**config.mk**
```make
export PLATFORM = sky130hd
export DESIGN_NAME = smcp_parser
export DESIGN_NICKNAME = d
export VERILOG_FILES = /design/src/smcp_pkg.sv /design/src/smcp_parser.sv
export SDC_FILE = /design/constraint.sdc
export NUM_CORES = 2
export LEC_CHECK = 0
export BUFFER_PORTS_ARGS = -buffer_cell sky130_fd_sc_hd__buf_2
export CORE_MARGIN = 3
export CORE_UTILIZATION = 33
export CTS_CLUSTER_SIZE = 24
export DETAILED_ROUTE_END_ITERATION = 6
export GPL_ROUTABILITY_DRIVEN = 1
export PLACE_DENSITY_LB_ADDON = 0.25
export SLEW_MARGIN = 20
export SYNTH_ARGS = -nofsm -noshare
export SYNTH_HDL_FRONTEND = slang
export SYNTH_SLANG_ARGS = --single-unit
```
**constraint.sdc**
```tcl
create_clock -name clk -period 11.01 [get_ports clk]
set_clock_uncertainty 0.05 [all_clocks]
set_input_delay 0.5505 -clock clk [delete_from_list [all_inputs] [get_ports clk]]
set_output_delay 0.5505 -clock clk [all_outputs]
set_load 0.005 [all_outputs]
```
**src/smcp_pkg.sv**
```systemverilog
// constants shared by the serial message command parser
package smcp_pkg;
	localparam int unsigned CLK_HZ      = 100_000_000;
	localparam int unsigned DATA_BITS   = 7;
	localparam int unsigned FRAME_BITS  = 10;
	localparam int unsigned MAX_LEN     = 255;
	localparam int unsigned TMR_W       = 16;
	localparam logic [6:0]  CH_LF       = 7'h0a;
	localparam logic [6:0]  CH_CR       = 7'h0d;
	localparam logic [6:0]  CH_SPACE    = 7'h20;
	localparam logic [6:0]  CH_SEMI     = 7'h3b;
	localparam logic [6:0]  CH_QMARK    = 7'h3f;
	localparam logic [7:0]  LEN_MAX     = 8'hff;
	localparam logic [3:0]  NBIT_LAST   = 4'h7;
	localparam logic [3:0]  NBIT_FRAME  = 4'ha;
	localparam logic [9:0]  TX_IDLE_SH  = 10'h3ff;

	typedef enum logic [1:0] {
		SMCP_RX_IDLE  = 2'b00,
		SMCP_RX_START = 2'b01,
		SMCP_RX_BITS  = 2'b10,
		SMCP_RX_STOP  = 2'b11
	} smcp_rx_t;

	typedef enum logic [0:0] {
		SMCP_P_COLLECT = 1'b0,
		SMCP_P_REPLAY  = 1'b1
	} smcp_p_t;

	typedef enum logic [1:0] {
		SMCP_TS_DATA = 2'b00,
		SMCP_TS_CR   = 2'b01,
		SMCP_TS_LF   = 2'b10
	} smcp_ts_t;
endpackage : smcp_pkg

```
**src/smcp_parser.sv**
```systemverilog
// serial framer, message parser and response transmitter
// Operation
// - every character frame is ten bits with seven ASCII data bits.
// - each frame opens with one start bit and closes with one stop bit.
// - each frame carries one odd parity bit over the data bits.
// - a message ends on LF alone or on CR followed by LF.
// - every response leaves the device ending with CR then LF.
// - chained strings are separated by semicolons; the device splits there.
// - a command is mnemonic, space, parameters, terminator; it gets no reply.
// - mnemonic followed by question mark is a query and gets a response.
// - a query response is transmitted as soon as it is available.
// - the device never transmits except to answer an issued query.
module smcp_parser #(
	parameter int unsigned BAUD_RATE = 57600,
	parameter int unsigned CLKS_PER_BIT = smcp_pkg::CLK_HZ / BAUD_RATE
) (
	input  wire logic       clk,
	input  wire logic       rst_n,
	input  wire logic       ser_rx,
	output logic            ser_tx,
	output logic            out_valid,
	input  wire logic       out_ready,
	output logic [6:0]      out_char,
	output logic            out_param,
	output logic            out_end,
	output logic            out_query,
	input  wire logic       resp_valid,
	output logic            resp_ready,
	input  wire logic [6:0] resp_char,
	input  wire logic       resp_last,
	output logic            msg_drop
);
	localparam logic [15:0] BIT_T = 16'(CLKS_PER_BIT - 1);
	localparam logic [15:0] HALF_T = 16'(CLKS_PER_BIT / 2 - 1);

	// receive pin synchroniser
	logic rx_s1_reg;
	logic rx_s2_reg;
	always_ff @(posedge clk or negedge rst_n) begin
		if (!rst_n) begin
			rx_s1_reg <= 1'b1;
			rx_s2_reg <= 1'b1;
		end else begin
			rx_s1_reg <= ser_rx;
			rx_s2_reg <= rx_s1_reg;
		end
	end

	// receive framer
	smcp_pkg::smcp_rx_t rx_st_reg, rx_st_next;
	logic [15:0] rx_cnt_reg, rx_cnt_next;
	logic [3:0]  rx_nb_reg, rx_nb_next;
	logic [7:0]  rx_sh_reg, rx_sh_next;
	logic        rx_done_reg, rx_done_next;
	logic        rx_bad_reg, rx_bad_next;
	logic [6:0]  rx_char_reg, rx_char_next;

	always_comb begin
		rx_st_next = rx_st_reg;
		rx_cnt_next = rx_cnt_reg;
		rx_nb_next = rx_nb_reg;
		rx_sh_next = rx_sh_reg;
		rx_done_next = 1'b0;
		rx_bad_next = rx_bad_reg;
		rx_char_next = rx_char_reg;
		case (rx_st_reg)
			smcp_pkg::SMCP_RX_IDLE: begin
				if (!rx_s2_reg) begin
					rx_st_next = smcp_pkg::SMCP_RX_START;
					rx_cnt_next = HALF_T;
				end
			end
			smcp_pkg::SMCP_RX_START: begin
				if (rx_cnt_reg != 16'h0000) begin
					rx_cnt_next = rx_cnt_reg - 16'h0001;
				end else if (rx_s2_reg) begin
					rx_st_next = smcp_pkg::SMCP_RX_IDLE;
				end else begin
					rx_st_next = smcp_pkg::SMCP_RX_BITS;
					rx_cnt_next = BIT_T;
					rx_nb_next = 4'h0;
				end
			end
			smcp_pkg::SMCP_RX_BITS: begin
				if (rx_cnt_reg != 16'h0000) begin
					rx_cnt_next = rx_cnt_reg - 16'h0001;
				end else begin
					rx_sh_next = {rx_s2_reg, rx_sh_reg[7:1]};
					rx_cnt_next = BIT_T;
					rx_nb_next = rx_nb_reg + 4'h1;
					if (rx_nb_reg == smcp_pkg::NBIT_LAST) begin
						rx_st_next = smcp_pkg::SMCP_RX_STOP;
					end
				end
			end
			smcp_pkg::SMCP_RX_STOP: begin
				if (rx_cnt_reg != 16'h0000) begin
					rx_cnt_next = rx_cnt_reg - 16'h0001;
				end else begin
					rx_done_next = 1'b1;
					rx_char_next = rx_sh_reg[6:0];
					rx_bad_next = !rx_s2_reg || !(^rx_sh_reg);
					rx_st_next = smcp_pkg::SMCP_RX_IDLE;
				end
			end
			default: rx_st_next = smcp_pkg::SMCP_RX_IDLE;
		endcase
	end

	always_ff @(posedge clk or negedge rst_n) begin
		if (!rst_n) begin
			rx_st_reg <= smcp_pkg::SMCP_RX_IDLE;
			rx_cnt_reg <= 16'h0000;
			rx_nb_reg <= 4'h0;
			rx_sh_reg <= 8'h00;
			rx_done_reg <= 1'b0;
			rx_bad_reg <= 1'b0;
			rx_char_reg <= 7'h00;
		end else begin
			rx_st_reg <= rx_st_next;
			rx_cnt_reg <= rx_cnt_next;
			rx_nb_reg <= rx_nb_next;
			rx_sh_reg <= rx_sh_next;
			rx_done_reg <= rx_done_next;
			rx_bad_reg <= rx_bad_next;
			rx_char_reg <= rx_char_next;
		end
	end

	// message store and parser
	logic [6:0] msg_mem [0:smcp_pkg::MAX_LEN-1];
	smcp_pkg::smcp_p_t p_st_reg, p_st_next;
	logic [7:0] cnt_reg, cnt_next;
	logic [7:0] widx_reg, widx_next;
	logic [7:0] ridx_reg, ridx_next;
	logic       err_reg, err_next;
	logic       has_reg, has_next;
	logic       qry_reg, qry_next;
	logic       par_reg, par_next;
	logic       drop_reg, drop_next;
	logic       mem_we;
	logic [6:0] cur;
	logic       beat;
	logic       term;

	assign cur = msg_mem[ridx_reg];
	assign term = rx_done_reg && rx_char_reg == smcp_pkg::CH_LF;
	assign beat = out_valid && out_ready;
	assign out_char = cur;
	assign out_param = par_reg;
	assign out_query = qry_reg;
	assign msg_drop = drop_reg;

	always_comb begin
		p_st_next = p_st_reg;
		cnt_next = cnt_reg;
		widx_next = widx_reg;
		ridx_next = ridx_reg;
		err_next = err_reg;
		has_next = has_reg;
		qry_next = qry_reg;
		par_next = par_reg;
		drop_next = 1'b0;
		mem_we = 1'b0;
		out_valid = 1'b0;
		out_end = 1'b0;
		if (p_st_reg == smcp_pkg::SMCP_P_COLLECT) begin
			if (term) begin
				cnt_next = 8'h00;
				err_next = 1'b0;
				ridx_next = 8'h00;
				if (err_reg || rx_bad_reg || cnt_reg == smcp_pkg::LEN_MAX) begin
					drop_next = 1'b1;
					widx_next = 8'h00;
				end else begin
					p_st_next = smcp_pkg::SMCP_P_REPLAY;
				end
			end else if (rx_done_reg) begin
				if (rx_bad_reg || cnt_reg == smcp_pkg::LEN_MAX) begin
					err_next = 1'b1;
				end else begin
					cnt_next = cnt_reg + 8'h01;
				end
				if (rx_char_reg != smcp_pkg::CH_CR && !err_next) begin
					mem_we = 1'b1;
					widx_next = widx_reg + 8'h01;
				end
			end
		end else begin
			if (ridx_reg == widx_reg || cur == smcp_pkg::CH_SEMI) begin
				out_valid = has_reg;
				out_end = 1'b1;
				if (out_ready || !has_reg) begin
					has_next = 1'b0;
					qry_next = 1'b0;
					par_next = 1'b0;
					if (ridx_reg == widx_reg) begin
						p_st_next = smcp_pkg::SMCP_P_COLLECT;
						widx_next = 8'h00;
					end else begin
						ridx_next = ridx_reg + 8'h01;
					end
				end
			end else if (!par_reg && !qry_reg
					&& cur == smcp_pkg::CH_QMARK) begin
				qry_next = 1'b1;
				has_next = 1'b1;
				ridx_next = ridx_reg + 8'h01;
			end else if (!par_reg && cur == smcp_pkg::CH_SPACE) begin
				par_next = 1'b1;
				has_next = 1'b1;
				ridx_next = ridx_reg + 8'h01;
			end else begin
				out_valid = 1'b1;
				if (out_ready) begin
					has_next = 1'b1;
					ridx_next = ridx_reg + 8'h01;
				end
			end
		end
	end

	always_ff @(posedge clk) begin
		if (mem_we) begin
			msg_mem[widx_reg] <= rx_char_reg;
		end
	end

	always_ff @(posedge clk or negedge rst_n) begin
		if (!rst_n) begin
			p_st_reg <= smcp_pkg::SMCP_P_COLLECT;
			cnt_reg <= 8'h00;
			widx_reg <= 8'h00;
			ridx_reg <= 8'h00;
			err_reg <= 1'b0;
			has_reg <= 1'b0;
			qry_reg <= 1'b0;
			par_reg <= 1'b0;
			drop_reg <= 1'b0;
		end else begin
			p_st_reg <= p_st_next;
			cnt_reg <= cnt_next;
			widx_reg <= widx_next;
			ridx_reg <= ridx_next;
			err_reg <= err_next;
			has_reg <= has_next;
			qry_reg <= qry_next;
			par_reg <= par_next;
			drop_reg <= drop_next;
		end
	end

	// response transmitter; only answers queries already parsed
	smcp_pkg::smcp_ts_t ts_reg, ts_next;
	logic [9:0]  tx_sh_reg, tx_sh_next;
	logic [15:0] tx_cnt_reg, tx_cnt_next;
	logic [3:0]  tx_nb_reg, tx_nb_next;
	logic        busy_reg, busy_next;
	logic [7:0]  pend_reg, pend_next;
	logic        load;
	logic        pend_dec;
	logic [6:0]  lch;

	assign ser_tx = tx_sh_reg[0];
	assign resp_ready = !busy_reg && ts_reg == smcp_pkg::SMCP_TS_DATA
		&& pend_reg != 8'h00;

	always_comb begin
		ts_next = ts_reg;
		tx_sh_next = tx_sh_reg;
		tx_cnt_next = tx_cnt_reg;
		tx_nb_next = tx_nb_reg;
		busy_next = busy_reg;
		load = 1'b0;
		pend_dec = 1'b0;
		lch = resp_char;
		if (busy_reg) begin
			if (tx_cnt_reg != 16'h0000) begin
				tx_cnt_next = tx_cnt_reg - 16'h0001;
			end else begin
				tx_sh_next = {1'b1, tx_sh_reg[9:1]};
				tx_cnt_next = BIT_T;
				tx_nb_next = tx_nb_reg - 4'h1;
				busy_next = tx_nb_reg != 4'h1;
			end
		end else begin
			case (ts_reg)
				smcp_pkg::SMCP_TS_CR: begin
					load = 1'b1;
					lch = smcp_pkg::CH_CR;
					ts_next = smcp_pkg::SMCP_TS_LF;
				end
				smcp_pkg::SMCP_TS_LF: begin
					load = 1'b1;
					lch = smcp_pkg::CH_LF;
					pend_dec = 1'b1;
					ts_next = smcp_pkg::SMCP_TS_DATA;
				end
				default: begin
					load = resp_valid && resp_ready;
					if (load && resp_last) begin
						ts_next = smcp_pkg::SMCP_TS_CR;
					end
				end
			endcase
		end
		if (load) begin
			tx_sh_next = {1'b1, ~^lch, lch, 1'b0};
			tx_cnt_next = BIT_T;
			tx_nb_next = smcp_pkg::NBIT_FRAME;
			busy_next = 1'b1;
		end
		pend_next = pend_reg;
		if (beat && out_end && qry_reg && !pend_dec) begin
			pend_next = pend_reg + 8'h01;
		end else if (pend_dec && !(beat && out_end && qry_reg)) begin
			pend_next = pend_reg - 8'h01;
		end
	end

	always_ff @(posedge clk or negedge rst_n) begin
		if (!rst_n) begin
			ts_reg <= smcp_pkg::SMCP_TS_DATA;
			tx_sh_reg <= smcp_pkg::TX_IDLE_SH;
			tx_cnt_reg <= 16'h0000;
			tx_nb_reg <= 4'h0;
			busy_reg <= 1'b0;
			pend_reg <= 8'h00;
		end else begin
			ts_reg <= ts_next;
			tx_sh_reg <= tx_sh_next;
			tx_cnt_reg <= tx_cnt_next;
			tx_nb_reg <= tx_nb_next;
			busy_reg <= busy_next;
			pend_reg <= pend_next;
		end
	end
endmodule : smcp_parser

```
[Word-level counts from Yosys, hierarchy flattened]
Memory sizes are Yosys's and may differ from the RTL's.
Cells that the tools add are included.
Operators by class
  reduce and logical (&&, ||, !) cells: 62
  equal/unequal tests: 33
  $add $sub $neg: 9
  multiplexer cells: 97
  bitwise logic cells: 3
Operators by type and width (number)
  $mux W8: 21
  $mux W16: 8
  $pmux W16 S4: 1
  $mux W1: 46
  $add A8 B1 Y8 const B: 4
  $reduce_bool A16 Y1: 2
  $sub A16 B1 Y16 const B: 2
  $mux W10: 3
  $mux W4: 6
  $eq A7 B6 Y1 const B: 3
  $ne A2 B2 Y1 const B: 10
  $logic_and A1 B1 Y1: 14
  $mux W2: 7
  $pmux W7 S2: 1
  $reduce_bool A2 Y1: 7
  $reduce_and A3 Y1: 4
  $reduce_and A4 Y1: 3
  $reduce_and A2 Y1: 5
  $logic_not A1 Y1: 9
  $reduce_bool A3 Y1: 3
  $eq A8 B8 Y1: 1
  $eq A8 B8 Y1 const B: 1
  $ne A2 B1 Y1 const B: 4
  $pmux W2 S4: 1
  25 further kinds: 38
Storage, ports and cells
  logic and storage cells: 229
  register bits after elaboration: 112
  output and inout bits: 14
  input port bits: 13
  memories kept: 1
  memory bits (writable): 1785
Memories
  msg_mem: depth 255, bits a word 7, rd ports 1, clocked after Yosys merged registers in 0, wr ports 1, line smcp_parser.sv:131  | logic [6:0] msg_mem [0:smcp_pkg::MAX_LEN-1];

[Depth between registers and ports, before layout]
  depth after elaboration: 14
  depth in mapped cells: 29
  mapped depth without buffers: 22

[Worst setup path before layout]
OpenSTA, ideal clock, no wires.
  kind: reg-to-reg
  start: register rx_char_reg[5]
  end: memory msg_mem[78][0] (enable)
  stages on the path, launching flop included: 11
  path buffers: 3
  arrival: 5742 ps
  data required time: 10600 ps
  library setup time: 360 ps
  clock period less this slack: 6152 ps
  setup slack: 4858 ps
  cell sequence: dfrtp_1 -> or4b_2 -> or4_1 -> clkbuf_1 -> nand2_1 -> or2_2 -> clkbuf_1 -> nor3b_1 -> nand2_1 -> clkbuf_1 -> nor2_1
Between the ends
  longest elaborated chain between the ends: 8
  elaborated cells between the ends (all ways): 10
  those cells by class: eq/ne (2); mux (6); reduce/logical (2)
Ends and longest elaborated chain
  from (decl): line smcp_parser.sv:56  | logic [6:0] rx_char_reg, rx_char_next;
  from (signal assigned): line smcp_parser.sv:126  | rx_char_reg <= rx_char_next;
  $ne A7 B4 Y1: line smcp_parser.sv:184  | if (rx_char_reg != smcp_pkg::CH_CR && !err_next) begin
  $logic_and A1 B1 Y1: line smcp_parser.sv:184
  $mux W1: line smcp_parser.sv:184
  $mux W1: line smcp_parser.sv:178  | end else if (rx_done_reg) begin
  $mux W1 *: line smcp_parser.sv:168  | if (term) begin
  $mux W1 *: line smcp_parser.sv:167  | if (p_st_reg == smcp_pkg::SMCP_P_COLLECT) begin
  $mux W1 *: line smcp_parser.sv:224  | if (mem_we) begin
  $mux W1 (not written as such) *: line smcp_parser.sv:225  | msg_mem[widx_reg] <= rx_char_reg;
  to (decl): line smcp_parser.sv:131
Mark *: on every way between the ends. The rest lies on a longest branch, timed or not.

[Worst setup path after layout]
  start: register ridx_reg[1]
  end: register pend_reg[7]
Between the ends
  longest elaborated chain between the ends: 13
  elaborated cells between the ends (all ways): 22
  those cells by class: eq/ne (4); mux (7); reduce/logical (10); memory (1)
Ends and longest elaborated chain
  from (decl): line smcp_parser.sv:135  | logic [7:0] ridx_reg, ridx_next;
  from (signal assigned): line smcp_parser.sv:244  | ridx_reg <= ridx_next;
  $mem_v2 Z255 W7
  $eq A7 B6 Y1: line smcp_parser.sv:209  | end else if (!par_reg && cur == smcp_pkg::CH_SPACE) begin
  $logic_and A1 B1 Y1: line smcp_parser.sv:209
  $mux W1: line smcp_parser.sv:209
  $mux W1: line smcp_parser.sv:204  | end else if (!par_reg && !qry_reg
  $mux W1: line smcp_parser.sv:190  | if (ridx_reg == widx_reg || cur == smcp_pkg::CH_SEMI) begin
  $mux W1: line smcp_parser.sv:167
  $logic_and A1 B1 Y1: line smcp_parser.sv:148  | assign beat = out_valid && out_ready;
  $logic_and A1 B1 Y1 * (2 in a row): line smcp_parser.sv:314, smcp_parser.sv:316
  $logic_not A1 Y1: line smcp_parser.sv:316  | end else if (pend_dec && !(beat && out_end && qry_reg)) begin
  $logic_and A1 B1 Y1: line smcp_parser.sv:316
  $reduce_bool A2 Y1 (no source line)
  to (signal assigned): line smcp_parser.sv:335  | pend_reg <= pend_next;
  to (decl): line smcp_parser.sv:259  | logic [7:0] pend_reg, pend_next;
Marks and branches as above.
A chain may end at the register's enable or synchronous reset.

==> qor.csv <==
stage,metric,value,unit
run_status,outcome,"finished, final reports clean",
synth,Cells after Synth,4085,
sta,period utilization,67.52,%
cts,Post-CTS Setup Bufs,0,
drt,Iter 0 DRT Violations,4451,
cells_and_area,Reg area,0.05644,mm^2
drt,routed via count,40352,
critical_path,WP data arrival,8.11,ns
global_routing,largest net degree at the start of global routing,106,
cts,PostCTS Resize Cnt,0,
pwr,pwr dens,212.0,mW/mm^2
critical_path,"Top cell by count, worst path",a21oi_1,
die,Site Rows,175,
drt,vias per std cell,5.490,
cts,Max Buffers Root-to-Sink,3,
drt,drt first pass iters,7,
place,IO buf count,26,
drt,WL per Instance,30.18,um
cts,CTS Buf Count,192,
critical_path,Max Fanout on Critical Path,46,
synth,Mapped Avg Cell Area,18.68,um^2
run,max-cap violation count,0,
cells_and_area,multi-input combinational cell area,0.01839,mm^2
cts,Skew-Pair Late Insertion Delay,0.85,ns
drt,DRC viols,0,
synth,Netlist cell types,89,
critical_path,startpoint types,flip-flop,
die,Chip Height,486.9,um
synth,most common flop cell mapped by yosys,edfxtp_1,
cells_and_area,layout cells sized above 1,20.16,%
sta,timing-limited maximum frequency,134.5,MHz
cells_and_area,fin nets,4214,
sta,setup TNS,0,ns
synth,Synth area leaders,"edfxtp_1 70%, mux4_2 10%, dfrtp_1 3.3%, mux2i_1 3.0%, nor2_1 1.7%",
global_routing,total gr overflow,0,
cells_and_area,max reg flops,1785,
cells_and_area,Area Overhead vs Synth,12.57,%
sta,Slew HR,17.04,%
synth,top cell type's share of synthesized area,70.24,%
hold_path,Worst Hold Class,input pin to flip-flop,
die,die span in x,486.9,um
critical_path,CP required,11.69,ns
synth,Post-synth EDFFs,1785,
cts,clock root cell,clkbuf_16,
global_routing,initial antenna violation count,10,
die,Die Area,0.2370,mm^2
drt,Routed WL,221.8,mm
sta,fin. max-slew vios,0,
cells_and_area,fin area,0.08590,mm^2
die,initial core utilization,33.38,%
synth,post-synth top area cell,edfxtp_1,
global_routing,vias in the first global route,40054,
drt,antenna-violating nets left,0,
synth,Ys Warns,0,
cts,"CTS clk-pin slew, worst paths",0.06,ns
synth,ys async rst share,5.854,%
die,I/O pins,27,
sta,unrepaired setup endpoints after global routing,no,
global_routing,first-pass GRT wire length,315.9,mm
cts,CTS tree,done,
die,core area,0.2286,mm^2
sta,final setup fails,0,
sta,actual slew at the worst max-slew pin,1.236,ns
synth,sequential-to-total area share from yosys stat,73.90,%
sta,Final Critical Period,7.434,ns
critical_path,"critical path, cell by cell",buf_4 > mux4_2 > mux2_2 > o22ai_1 > a311oi_1 > o31ai_1 > a211oi_2 > and4_4 > nand3_1 > a21oi_1 > and4_1 > ha_1 > inv_1 > ha_1 > a21o_1 > a21oi_1 > o21bai_1 > a21oi_1 > o21bai_1 > a21oi_1 > xnor2_1 > nor2_1 > xor2_1,
critical_path,kind of critical path,flip-flop to flip-flop,
cts,CTS H-Tree Depth,4,
critical_path,Worst Setup End Kind,flip-flop,
pwr,leakage,22.38,nW
place,Post-DP HPWL,137.3,mm
sta,final hold violation count,0,
critical_path,CP peak stage delay,0.97,ns
cts,# clock sinks,1896,
pwr,maximum vdd ir drop,180.3,uV
place,RePlAce Congestion,0.8639,
global_routing,GRT Total Usage,18.59,%
synth,post-synthesis register bit count,1896,
critical_path,slowest CP cell,a311oi_1,
place,post-place instance area,0.07958,mm^2
cells_and_area,fill cell count,20989,
synth,Mapped Area,0.07631,mm^2
synth,Post-Syn Nets,4127,
## path summary, 6_finish.rpt
check,slack (ns),start,cells after the start,end
worst max register to register,3.58,ridx_reg[1],23,pend_reg[7]
worst min-delay path,0.11,resp_last,4,ts_reg[1]
min in group asynchronous,0.26,rst_n,2,ts_reg[0]
worst min register to register,0.31,rx_s1_reg,0,rx_s2_reg
worst max-delay path,3.58,ridx_reg[1],23,pend_reg[7]
max in group asynchronous,9.24,rst_n,3,ridx_reg[2]
## logic make-up after synthesis
family	count (synthesis)	synth area share [%]
mux	652	14.48
buf+inv	263	2.104
simple gates	742	4.327
xor+xnor	45	0.5165
flops	1896	73.90
fa+ha+maj	29	0.4854
compound gates	458	4.185
## Yosys cell counts, drive strengths merged, types with 10 or more instances
| library cell | instances |
|---|---|
| mux4 | 355 |
| inv | 34 |
| or3 | 14 |
| dfstp | 11 |
| a221oi | 16 |
| buf | 139 |
| nand2b | 22 |
| edfxtp | 1785 |
| nand4 | 10 |
| ha | 28 |
| clkbuf | 89 |
| o22ai | 35 |
| xor2 | 19 |
| mux2 | 65 |
| o21ai | 85 |
| o31ai | 16 |
| a22oi | 73 |
| nand2 | 190 |
| nand3 | 44 |
| nor2b | 23 |
| a21oi | 76 |
| and3 | 13 |
| nor4 | 19 |
| nor2 | 342 |
| a31oi | 25 |
| mux2i | 232 |
| a22o | 11 |
| xnor2 | 26 |
| and2 | 14 |
| dfrtp | 100 |
| nor3 | 22 |
| a211oi | 13 |
| o221ai | 11 |
## placed cells by master (no fill, tap or decap), types with 12 or more instances in the layout
cell	synthesis	routed
nand2_1	189	184
clkinv_2	0	43
o22ai_1	35	35
and3_1	13	13
nor4_1	18	17
nor2b_1	23	20
o21ai_0	82	82
nand3_1	43	40
or3_1	14	14
mux4_2	355	355
xnor2_1	26	26
mux2i_1	232	232
a211oi_1	12	12
edfxtp_1	1785	1785
and2_1	14	14
nand2b_1	22	21
clkinv_1	1	40
bufinv_16	0	14
xor2_1	19	19
nor3_1	22	22
a31oi_1	24	24
o31ai_1	16	16
buf_4	21	79
buf_2	55	25
dfrtp_1	100	87
clkbuf_1	89	46
nor2_1	341	340
clkbuf_16	0	193
a22oi_1	72	72
ha_1	28	28
inv_1	31	29
a21oi_1	76	76
mux2_2	65	65
a221oi_1	16	16
## layout make-up
class | count | share of cell area [%]
diodes | 5 | 0.01457
clock buffers | 243 | 5.888
clock inverters | 115 | 1.339
inverters | 35 | 0.1559
multi-input cells | 1926 | 21.41
flip-flops and latches | 1896 | 65.70
well taps | 3009 | 4.383
repair buffers | 121 | 1.106
## layer usage
metal  global-route usage (%)  wire length, um  vias to the layer above
met1                    26.41            94270                    21605
met5                        0                0                        -
met3                    3.453            17200                      354
met4                    6.464             8012                        0
li1                         -                -                    16684
met2                    28.69           102300                     1709
## stage by stage
step | instances | utilization [%] | total power, mW | hold slack, ns | setup slack (ns)
6_report | 7350 | 37.58 | 18.21 | 0.1071 | 3.576
5_1_grt | 7346 | 37.57 | 18.74 | 0.1109 | 3.341
4_1_cts | 7345 | 37.57 | 18.33 | 0.03305 | 3.657
3_5_place_dp | 6977 | 34.81 | 11.88 | 0.3003 | 3.684
3_3_place_gp | 6977 | 34.80 | 11.88 | 0.2970 | 3.709
2_1_floorplan | 4085 | - | 10.40 | 0.2049 | 4.858
## timing repair
item | CTS | global route
setup endpoints to repair | 0 | 0
hold buffers | 10 | 0
endpoints found under the hold margin | 55 | 0
## worst max-delay path, delay by kind of cell (launching register included)
| kind | cells | cell delay [ns] |
|---|---|---|
| buffers and inverters | 2 | 0.93 |
| xor gates and xnor gates | 2 | 0.30 |
| and+or+nand+nor | 4 | 0.98 |
| AOI/OAI and AO/OA | 11 | 3.04 |
| DFF | 1 | 0.87 |
| adders and majority gates | 2 | 0.55 |
| muxes | 2 | 0.53 |
## power breakdown
part / leakage, nW / switching, mW / internal [mW] / total (mW)
clock network: 3.03 / 2.86 / 3.61 / 6.47
registers: 13.6 / 0.206 / 7.80 / 8.01
logic: 5.72 / 2.57 / 1.16 / 3.73
total: 22.4 / 5.63 / 12.6 / 18.2
Note: power is estimated with default switching activity, not from simulation.
